File: src/crs_pkg.sv
package crs_pkg;
   // register indices on the software port
   localparam logic [5:0] IDX_WORD0      = 6'h00;
   localparam logic [5:0] IDX_WORD1      = 6'h01;
   localparam logic [5:0] IDX_WORD2      = 6'h02;
   localparam logic [5:0] IDX_WORD3      = 6'h03;
   localparam logic [5:0] IDX_ADDR0      = 6'h04;
   localparam logic [5:0] IDX_ADDR1      = 6'h05;
   localparam logic [5:0] IDX_SBASE      = 6'h06;
   localparam logic [5:0] IDX_FBASE      = 6'h07;
   localparam logic [5:0] IDX_PCNT       = 6'h08;
   localparam logic [5:0] IDX_VTAB       = 6'h09;
   localparam logic [5:0] IDX_USTACK     = 6'h0A;
   localparam logic [5:0] IDX_ISTACK     = 6'h0B;
   localparam logic [5:0] IDX_FSAVE      = 6'h0C;
   localparam logic [5:0] IDX_PSAVE      = 6'h0D;
   localparam logic [5:0] IDX_FVEC       = 6'h0E;
   localparam logic [5:0] IDX_FLAGS      = 6'h0F;
   localparam logic [5:0] IDX_W0_LO      = 6'h10;
   localparam logic [5:0] IDX_W0_HI      = 6'h11;
   localparam logic [5:0] IDX_W1_LO      = 6'h12;
   localparam logic [5:0] IDX_W1_HI      = 6'h13;
   localparam logic [5:0] IDX_LONG_LO    = 6'h14;
   localparam logic [5:0] IDX_LONG_HI    = 6'h15;
   localparam logic [5:0] IDX_ACT_STACK  = 6'h16;
   localparam logic [5:0] IDX_CTRL       = 6'h17;
   // transfer channel block: base + 8*ch + field
   localparam logic [5:0] IDX_XFER_BASE  = 6'h20;
   localparam logic [2:0] XF_MODE        = 3'h0;
   localparam logic [2:0] XF_COUNT       = 3'h1;
   localparam logic [2:0] XF_CNT_RELOAD  = 3'h2;
   localparam logic [2:0] XF_MEM_ADDR    = 3'h3;
   localparam logic [2:0] XF_FIXED_ADDR  = 3'h4;
   localparam logic [2:0] XF_ADDR_RELOAD = 3'h5;
   // flag word bit positions
   localparam int FLG_CARRY  = 0;
   localparam int FLG_BANK   = 4;
   localparam int FLG_STACK  = 7;
   // implemented flag bits: 0..7 and 12..14
   localparam logic [15:0] FLG_IMPL_MASK = 16'h70FF;
   // control register bits
   localparam int CTRL_FAST_IRQ = 0;
   localparam int CTRL_RELOAD0  = 1;
   localparam int CTRL_RELOAD1  = 2;
   // reset values
   localparam logic [15:0] RST_WORD  = 16'h0000;
   localparam logic [23:0] RST_ADDR  = 24'h000000;
   localparam logic [15:0] RST_FLAGS = 16'h0000;
   localparam logic [7:0]  RST_MODE  = 8'h00;

   typedef struct packed {
      logic [15:0] word0;
      logic [15:0] word1;
      logic [15:0] word2;
      logic [15:0] word3;
      logic [23:0] addr0;
      logic [23:0] addr1;
      logic [23:0] sbase;
      logic [23:0] fbase;
   } crs_bank_s;

   typedef struct packed {
      logic [7:0]  mode;
      logic [15:0] count;
      logic [15:0] cnt_reload;
      logic [23:0] mem_addr;
      logic [23:0] fixed_addr;
      logic [23:0] addr_reload;
   } crs_xfer_s;
endpackage

File: src/crs_register_set.sv
// The register offsets and the plain strobed port were decided locally.
`timescale 1ns/1ps
// Notes on behaviour
// - two banks of data, address, base registers
// - four sixteen-bit general data words
// - words zero and one split into bytes
// - words pair into two 32-bit longs
// - two 24-bit address registers, full function
// - 24-bit static base for relative addressing
// - 24-bit frame base for relative addressing
// - 24-bit program counter holds next instruction
// - 24-bit vector table base register
// - two stack pointers, flag bit 7 selects
// - fast interrupt saves flag word
// - fast interrupt saves program counter
// - fast vector loads program counter
// - per-channel 8-bit transfer mode
// - per-channel 16-bit transfer count
// - count reload copied back on reload
// - per-channel 24-bit memory address
// - per-channel 24-bit fixed peripheral address
// - address reload restores memory address
// - eleven implemented flags, rest reserved
// - flag bit 0 captures carry out
// - stack flag 0 interrupt, 1 user
// - flag bit 4 selects register bank
module crs_register_set #(
   parameter int NUM_CH = 2
) (
   input  wire logic        ref_clk,
   input  wire logic        srst,
   input  wire logic [5:0]  reg_addr,
   input  wire logic [31:0] reg_wdata,
   input  wire logic        reg_wr,
   input  wire logic        reg_rd,
   output logic      [31:0] reg_rdata,
   input  wire logic        alu_carry_valid,
   input  wire logic        alu_carry,
   output logic      [23:0] active_stack_ptr,
   output logic      [23:0] pc_out,
   output logic      [23:0] sbase_out,
   output logic      [23:0] fbase_out,
   output logic      [15:0] flags_out
);

   crs_pkg::crs_bank_s bank_q [2];
   crs_pkg::crs_xfer_s xfer_q [NUM_CH];
   logic [23:0] pc_q, vtab_q, ustack_q, istack_q, psave_q, fvec_q;
   logic [15:0] flags_q, fsave_q;
   logic        sel;
   logic        fast_irq;
   logic [NUM_CH-1:0] reload;
   logic [2:0]  xf_field;
   logic        xf_hit;
   logic [0:0]  xf_ch;

   // merge a partial write into a wider register
   function automatic logic [15:0] put_byte(input logic [15:0] old, input logic hi, input logic [7:0] b);
      put_byte = hi ? {b, old[7:0]} : {old[15:8], b};
   endfunction

   assign sel      = flags_q[crs_pkg::FLG_BANK];
   assign fast_irq = reg_wr && reg_addr == crs_pkg::IDX_CTRL && reg_wdata[crs_pkg::CTRL_FAST_IRQ];
   assign xf_hit   = reg_addr[5] && reg_addr[2:0] <= crs_pkg::XF_ADDR_RELOAD && int'(reg_addr[3]) < NUM_CH
                     && !reg_addr[4];
   assign xf_ch    = reg_addr[3];
   assign xf_field = reg_addr[2:0];
   assign reload   = (reg_wr && reg_addr == crs_pkg::IDX_CTRL) ?
                     NUM_CH'(reg_wdata[crs_pkg::CTRL_RELOAD1:crs_pkg::CTRL_RELOAD0]) : '0;

   // banked registers: a write touches only the selected bank, reset clears both
   always_ff @(posedge ref_clk) begin
      if (srst) begin
         for (int b = 0; b < 2; b++) begin
            bank_q[b] <= '0;
         end
      end else if (reg_wr) begin
         unique case (reg_addr)
            crs_pkg::IDX_WORD0:   bank_q[sel].word0 <= reg_wdata[15:0];
            crs_pkg::IDX_WORD1:   bank_q[sel].word1 <= reg_wdata[15:0];
            crs_pkg::IDX_WORD2:   bank_q[sel].word2 <= reg_wdata[15:0];
            crs_pkg::IDX_WORD3:   bank_q[sel].word3 <= reg_wdata[15:0];
            crs_pkg::IDX_W0_LO:   bank_q[sel].word0 <= put_byte(bank_q[sel].word0, 1'b0, reg_wdata[7:0]);
            crs_pkg::IDX_W0_HI:   bank_q[sel].word0 <= put_byte(bank_q[sel].word0, 1'b1, reg_wdata[7:0]);
            crs_pkg::IDX_W1_LO:   bank_q[sel].word1 <= put_byte(bank_q[sel].word1, 1'b0, reg_wdata[7:0]);
            crs_pkg::IDX_W1_HI:   bank_q[sel].word1 <= put_byte(bank_q[sel].word1, 1'b1, reg_wdata[7:0]);
            crs_pkg::IDX_LONG_LO: begin
               bank_q[sel].word0 <= reg_wdata[15:0];
               bank_q[sel].word2 <= reg_wdata[31:16];
            end
            crs_pkg::IDX_LONG_HI: begin
               bank_q[sel].word1 <= reg_wdata[15:0];
               bank_q[sel].word3 <= reg_wdata[31:16];
            end
            crs_pkg::IDX_ADDR0:   bank_q[sel].addr0 <= reg_wdata[23:0];
            crs_pkg::IDX_ADDR1:   bank_q[sel].addr1 <= reg_wdata[23:0];
            crs_pkg::IDX_SBASE:   bank_q[sel].sbase <= reg_wdata[23:0];
            crs_pkg::IDX_FBASE:   bank_q[sel].fbase <= reg_wdata[23:0];
            default: ;
         endcase
      end
   end

   // program counter; fast interrupt jumps to the fast vector
   always_ff @(posedge ref_clk) begin
      if (srst) begin
         pc_q    <= crs_pkg::RST_ADDR;
         psave_q <= crs_pkg::RST_ADDR;
      end else if (fast_irq) begin
         psave_q <= pc_q;
         pc_q    <= fvec_q;
      end else if (reg_wr) begin
         if (reg_addr == crs_pkg::IDX_PCNT) pc_q <= reg_wdata[23:0];
         if (reg_addr == crs_pkg::IDX_PSAVE) psave_q <= reg_wdata[23:0];
      end
   end

   // flag word and its save copy; reserved bits stay zero in the flag word, the save copy takes all 16 bits
   always_ff @(posedge ref_clk) begin
      if (srst) begin
         flags_q <= crs_pkg::RST_FLAGS;
         fsave_q <= crs_pkg::RST_FLAGS;
      end else begin
         if (fast_irq) begin
            fsave_q <= flags_q;
         end else if (reg_wr && reg_addr == crs_pkg::IDX_FSAVE) begin
            fsave_q <= reg_wdata[15:0];
         end
         if (reg_wr && reg_addr == crs_pkg::IDX_FLAGS) begin
            flags_q <= reg_wdata[15:0] & crs_pkg::FLG_IMPL_MASK;
         end
         // carry from the datapath wins over a software write of the same cycle
         if (alu_carry_valid) begin
            flags_q[crs_pkg::FLG_CARRY] <= alu_carry;
         end
      end
   end

   // pointers and vectors; active stack picked by the stack flag
   always_ff @(posedge ref_clk) begin
      if (srst) begin
         vtab_q   <= crs_pkg::RST_ADDR;
         ustack_q <= crs_pkg::RST_ADDR;
         istack_q <= crs_pkg::RST_ADDR;
         fvec_q   <= crs_pkg::RST_ADDR;
      end else if (reg_wr) begin
         unique case (reg_addr)
            crs_pkg::IDX_VTAB:      vtab_q   <= reg_wdata[23:0];
            crs_pkg::IDX_USTACK:    ustack_q <= reg_wdata[23:0];
            crs_pkg::IDX_ISTACK:    istack_q <= reg_wdata[23:0];
            crs_pkg::IDX_FVEC:      fvec_q   <= reg_wdata[23:0];
            // odd values are accepted; even ones are only faster
            crs_pkg::IDX_ACT_STACK: begin
               if (flags_q[crs_pkg::FLG_STACK]) ustack_q <= reg_wdata[23:0];
               else istack_q <= reg_wdata[23:0];
            end
            default: ;
         endcase
      end
   end

   // transfer channels with reload
   always_ff @(posedge ref_clk) begin
      if (srst) begin
         for (int c = 0; c < NUM_CH; c++) begin
            xfer_q[c] <= '0;
         end
      end else begin
         for (int c = 0; c < NUM_CH; c++) begin
            if (reload[c]) begin
               xfer_q[c].count    <= xfer_q[c].cnt_reload;
               xfer_q[c].mem_addr <= xfer_q[c].addr_reload;
            end else if (reg_wr && xf_hit && int'(xf_ch) == c) begin
               unique case (xf_field)
                  crs_pkg::XF_MODE:        xfer_q[c].mode        <= reg_wdata[7:0];
                  crs_pkg::XF_COUNT:       xfer_q[c].count       <= reg_wdata[15:0];
                  crs_pkg::XF_CNT_RELOAD:  xfer_q[c].cnt_reload  <= reg_wdata[15:0];
                  crs_pkg::XF_MEM_ADDR:    xfer_q[c].mem_addr    <= reg_wdata[23:0];
                  crs_pkg::XF_FIXED_ADDR:  xfer_q[c].fixed_addr  <= reg_wdata[23:0];
                  crs_pkg::XF_ADDR_RELOAD: xfer_q[c].addr_reload <= reg_wdata[23:0];
                  default: ;
               endcase
            end
         end
      end
   end

   // read data one cycle after the strobe, zero otherwise
   always_ff @(posedge ref_clk) begin
      if (srst) begin
         reg_rdata <= '0;
      end else if (!reg_rd) begin
         reg_rdata <= '0;
      end else if (xf_hit) begin
         unique case (xf_field)
            crs_pkg::XF_MODE:        reg_rdata <= {24'h000000, xfer_q[xf_ch].mode};
            crs_pkg::XF_COUNT:       reg_rdata <= {16'h0000, xfer_q[xf_ch].count};
            crs_pkg::XF_CNT_RELOAD:  reg_rdata <= {16'h0000, xfer_q[xf_ch].cnt_reload};
            crs_pkg::XF_MEM_ADDR:    reg_rdata <= {8'h00, xfer_q[xf_ch].mem_addr};
            crs_pkg::XF_FIXED_ADDR:  reg_rdata <= {8'h00, xfer_q[xf_ch].fixed_addr};
            default:                 reg_rdata <= {8'h00, xfer_q[xf_ch].addr_reload};
         endcase
      end else begin
         unique case (reg_addr)
            crs_pkg::IDX_WORD0:     reg_rdata <= {16'h0000, bank_q[sel].word0};
            crs_pkg::IDX_WORD1:     reg_rdata <= {16'h0000, bank_q[sel].word1};
            crs_pkg::IDX_WORD2:     reg_rdata <= {16'h0000, bank_q[sel].word2};
            crs_pkg::IDX_WORD3:     reg_rdata <= {16'h0000, bank_q[sel].word3};
            crs_pkg::IDX_W0_LO:     reg_rdata <= {24'h000000, bank_q[sel].word0[7:0]};
            crs_pkg::IDX_W0_HI:     reg_rdata <= {24'h000000, bank_q[sel].word0[15:8]};
            crs_pkg::IDX_W1_LO:     reg_rdata <= {24'h000000, bank_q[sel].word1[7:0]};
            crs_pkg::IDX_W1_HI:     reg_rdata <= {24'h000000, bank_q[sel].word1[15:8]};
            crs_pkg::IDX_LONG_LO:   reg_rdata <= {bank_q[sel].word2, bank_q[sel].word0};
            crs_pkg::IDX_LONG_HI:   reg_rdata <= {bank_q[sel].word3, bank_q[sel].word1};
            crs_pkg::IDX_ADDR0:     reg_rdata <= {8'h00, bank_q[sel].addr0};
            crs_pkg::IDX_ADDR1:     reg_rdata <= {8'h00, bank_q[sel].addr1};
            crs_pkg::IDX_SBASE:     reg_rdata <= {8'h00, bank_q[sel].sbase};
            crs_pkg::IDX_FBASE:     reg_rdata <= {8'h00, bank_q[sel].fbase};
            crs_pkg::IDX_PCNT:      reg_rdata <= {8'h00, pc_q};
            crs_pkg::IDX_VTAB:      reg_rdata <= {8'h00, vtab_q};
            crs_pkg::IDX_USTACK:    reg_rdata <= {8'h00, ustack_q};
            crs_pkg::IDX_ISTACK:    reg_rdata <= {8'h00, istack_q};
            crs_pkg::IDX_FSAVE:     reg_rdata <= {16'h0000, fsave_q};
            crs_pkg::IDX_PSAVE:     reg_rdata <= {8'h00, psave_q};
            crs_pkg::IDX_FVEC:      reg_rdata <= {8'h00, fvec_q};
            crs_pkg::IDX_FLAGS:     reg_rdata <= {16'h0000, flags_q};
            crs_pkg::IDX_ACT_STACK: reg_rdata <= {8'h00, flags_q[crs_pkg::FLG_STACK] ? ustack_q : istack_q};
            default:                reg_rdata <= '0;
         endcase
      end
   end

   // registered views for the addressing datapath
   always_ff @(posedge ref_clk) begin
      if (srst) begin
         active_stack_ptr <= '0;
         pc_out           <= '0;
         sbase_out        <= '0;
         fbase_out        <= '0;
         flags_out        <= '0;
      end else begin
         active_stack_ptr <= flags_q[crs_pkg::FLG_STACK] ? ustack_q : istack_q;
         pc_out           <= pc_q;
         sbase_out        <= bank_q[sel].sbase;
         fbase_out        <= bank_q[sel].fbase;
         flags_out        <= flags_q;
      end
   end

endmodule // crs_register_set

File: config.mk
export PLATFORM = sky130hd
export DESIGN_NAME = crs_register_set
export DESIGN_NICKNAME = d
export VERILOG_FILES = /design/src/crs_pkg.sv /design/src/crs_register_set.sv
export SDC_FILE = /design/constraint.sdc
export NUM_CORES = 2
export LEC_CHECK = 0
export BUFFER_PORTS_ARGS = -buffer_cell sky130_fd_sc_hd__buf_4
export CAP_MARGIN = 30
export CORE_UTILIZATION = 40
export CTS_BUF_LIST = sky130_fd_sc_hd__clkbuf_8
export DETAILED_ROUTE_END_ITERATION = 8
export PLACE_DENSITY = 0.68
export SLEW_MARGIN = 20
export SYNTH_ARGS = -nofsm -noshare
export SYNTH_HDL_FRONTEND = slang
export SYNTH_SLANG_ARGS = --single-unit
File: constraint.sdc
create_clock -name ref_clk -period 6.63 [get_ports ref_clk]
set_clock_uncertainty 0.1 [all_clocks]
set_input_delay 0.663 -clock ref_clk [delete_from_list [all_inputs] [get_ports ref_clk]]
set_output_delay 0.663 -clock ref_clk [all_outputs]
set_load 0.01 [all_outputs]
==> flow_summary_export.csv <==
group,metric,value,unit
route,drt_pass1_iterations,9,
place,dpl_worst_slack,2.31,ns
die,io_pins,188,
sta,finalSetupViolCount,0,
sta,slew_violations,0,
sta,tns,0,ns
layout,nNetsFinal,3470,
global_route,grt_pass1_vias,26800,
layout,top_register,"bank_q",
route,drt_drc_violations_left,0,
sta,fin_crit_sh,60.2,%
global_route,grt_remaining_overflow,0,
route,wl_per_cell,28.4,µm
die,die_h,310,µm
hold_path,hold_class,"primary input to flop",
die,start_util,40.5,%
die,die_width,310,µm
sta,tightestPinTransition,1.22,ns
setup_path,critPathMaxFanout,53,
job,maxCapViolCount,0,
place,hpwlAfterDp,88400,µm
clock_tree,cts_resized,0,
synth,synth_edf_count,544,
layout,num-fill-cells,8655,
global_route,grt_util_all_layers,28.0,%
clock_tree,tritoncts,"yes",
sta,period_minus_slack,3.99,ns
place,placed_cells,4526,
global_route,grt_max_degree,161,
synth,synth_cell_type_count,80,
clock_tree,root_buffer,"clkbuf_8",
setup_path,cp_data_arrival_time,4.56,ns
power_and_ir_drop,swShare,25.8,%
route,drt_iter0_drc,4474,
clock_tree,numCtsBuffers,146,
sta,setup_ws,2.64,ns
die,core-area,93600,µm²
clock_tree,insertion_delay,0.85,ns
place,place.gp.congestion,1.00,
power_and_ir_drop,p_comb_share,6.8,%
setup_path,regToRegSetupSlack,2.64,ns
route,routed_wirelength,137000,µm
layout,drive_gt1_share,15.5,%
synth,ys_ff_latch,855,
layout,top_regs,"bank_q x320, xfer_q x224, reg_rdata x32",
route,final_antenna_net_count,0,
synth,ys.flop_type,"edfxtp_1",
power_and_ir_drop,pwr-share-seq,52.5,%
synth,netlist_instances,3327,
synth,seq_area_frac_synth,59.5,%
synth,synth.avg_cell_area,11.4,µm²
die,die-area,96000,µm²
power_and_ir_drop,vdd.ir_drop.worst,169,µV
global_route,antenna_found_initial,9,
power_and_ir_drop,p_per_area,261,nW/µm²
synth,synth.yosys.warnings,0,
route,vias,28800,
layout,area_growth,13.7,%
power_and_ir_drop,power_frac_clock,40.7,%
synth,netlist_area,37900,µm²
outcome,status,"finished, final reports clean",
clock_tree,clk_pin_slew_worst_paths,0.06,ns
synth,async_reset_ff_share,0,%
setup_path,start_kind,"flop",
power_and_ir_drop,p_leak,16.3,nW
power_and_ir_drop,cellInternalPower,8.34,mW
sta,slew_headroom,18.2,%
layout,fin_cells,4815,
layout,largest_reg_flops,320,
sta,rsz0062_at_grt,"false",
route,vias_per_cell,5.98,
clock_tree,htree_levels,4,
setup_path,worst-setup-path-type,"flop to flop",
die,rows,112,
place,port_buffers,182,
global_route,grt_pass1_wl,192000,µm
power_and_ir_drop,netSwitchingPower,2.90,mW
clock_tree,cts_buffer_depth,3,
sta,max_clock_freq,0.250,GHz
setup_path,cp.required,7.19,ns
setup_path,end_kind,"flop",
clock_tree,clkSinkCount,855,
sta,hold_viol_final,0,
-- final timing paths --
kind,startpoint,to,cells after the start
max,flop,reg_rdata[7]$_SDFF_PP0_,6
min,reg_wdata[26],bank_q[0][106]$_SDFFCE_PN0P_,3
max reg2reg,flop,reg_rdata[7]$_SDFF_PP0_,6
min reg2reg,vtab_q[15]$_SDFFE_PP0P_,vtab_q[15]$_SDFFE_PP0P_,2
-- critical path: stages (launching register included) --
cell and delay [ns]:
dfxtp_4 0.86, buf_12 0.39, mux2i_1 0.67, o2bb2ai_1 0.17
nor4_1 0.90, and4_1 0.49, o22ai_1 0.16
-- layout by cell type, fill, tap and decap left out, types with 63 or more instances in the layout --
master / instances
nor2b_1: 92
a211oi_1: 76
mux2i_1: 322
inv_1: 83
and2_1: 144
dfxtp_1: 309
nor2_1: 363
a21oi_1: 163
a22o_1: 63
and3_1: 151
clkbuf_8: 164
nand2_1: 248
o22ai_1: 82
edfxtp_1: 544
buf_4: 239
-- power groups by stage --
stage	registers, mW	clock network [mW]	logic, mW
6_report	5.90	4.58	0.762
2_1_floorplan	5.99	0	0.396
3_3_place_gp	6.01	0	0.720
3_5_place_dp	6.01	0	0.734
5_1_grt	5.91	4.86	0.783
4_1_cts	5.90	4.63	0.738
-- synth_stat cells (all sizes together) (51+ instances only) --
master,n,area (µm²)
edfxtp,544,16300
nor2,375,1450
mux2i,322,3220
dfxtp,311,6230
nand2,252,958
clkbuf,169,637
a21oi,164,821
and3,152,951
and2,147,920
buf,143,803
nor2b,92,576
o22ai,82,513
a211oi,77,591
a22o,63,552
nor3,53,275
mux2,51,574
o21ai,51,263
-- metal layers --
layer	global-route usage, %	share of wire, %	vias up
li1	-	-	12400
met1	36.4	38	14100
met2	41.4	43	1957
met3	8.62	12	392
met4	15.5	6.1	6
met5	0	0.034	-
-- metrics by stage --
step	power, mW	area [µm²]	util (%)	hold slack (ns)
3_3_place_gp	6.73	40000	42.7	0.341
3_5_place_dp	6.74	40200	42.9	0.347
2_1_floorplan	6.39	37900	-	0.336
5_1_grt	11.6	43100	46.0	0.0683
4_1_cts	11.3	43000	46.0	0.0360
6_report	11.2	43100	46.0	0.0916
-- cell families after synthesis --
logic type      count (synthesis)  share of synthesized area (%)
mux                           373                           10.0
compound gates                608                           11.1
simple gates                 1169                           15.5
other cells                     1                        0.00989
buf+inv                       320                           3.88
flops                         855                           59.5
xor+xnor                        1                         0.0231
-- cell type report --
type                            instances  area, µm²  share of cell area [%]
Clock buffer                          164       2260                    5.24
Tap cell                             1254       1570                    3.64
Antenna cell                           11       27.5                  0.0639
Sequential cell                       855      22600                    52.4
Multi-Input combinational cell       2156      14000                    32.4
Timing Repair Buffer                  259       2140                    4.96
Clock inverter                        108        549                    1.27
Inverter                                8       30.0                  0.0697
-- timing repair --
action,4_1_cts,5_1_grt
setup buffers,0,0
hold buffers,2,0
hold endpoints to repair,1,0
Power figures use the tool's default switching activity.
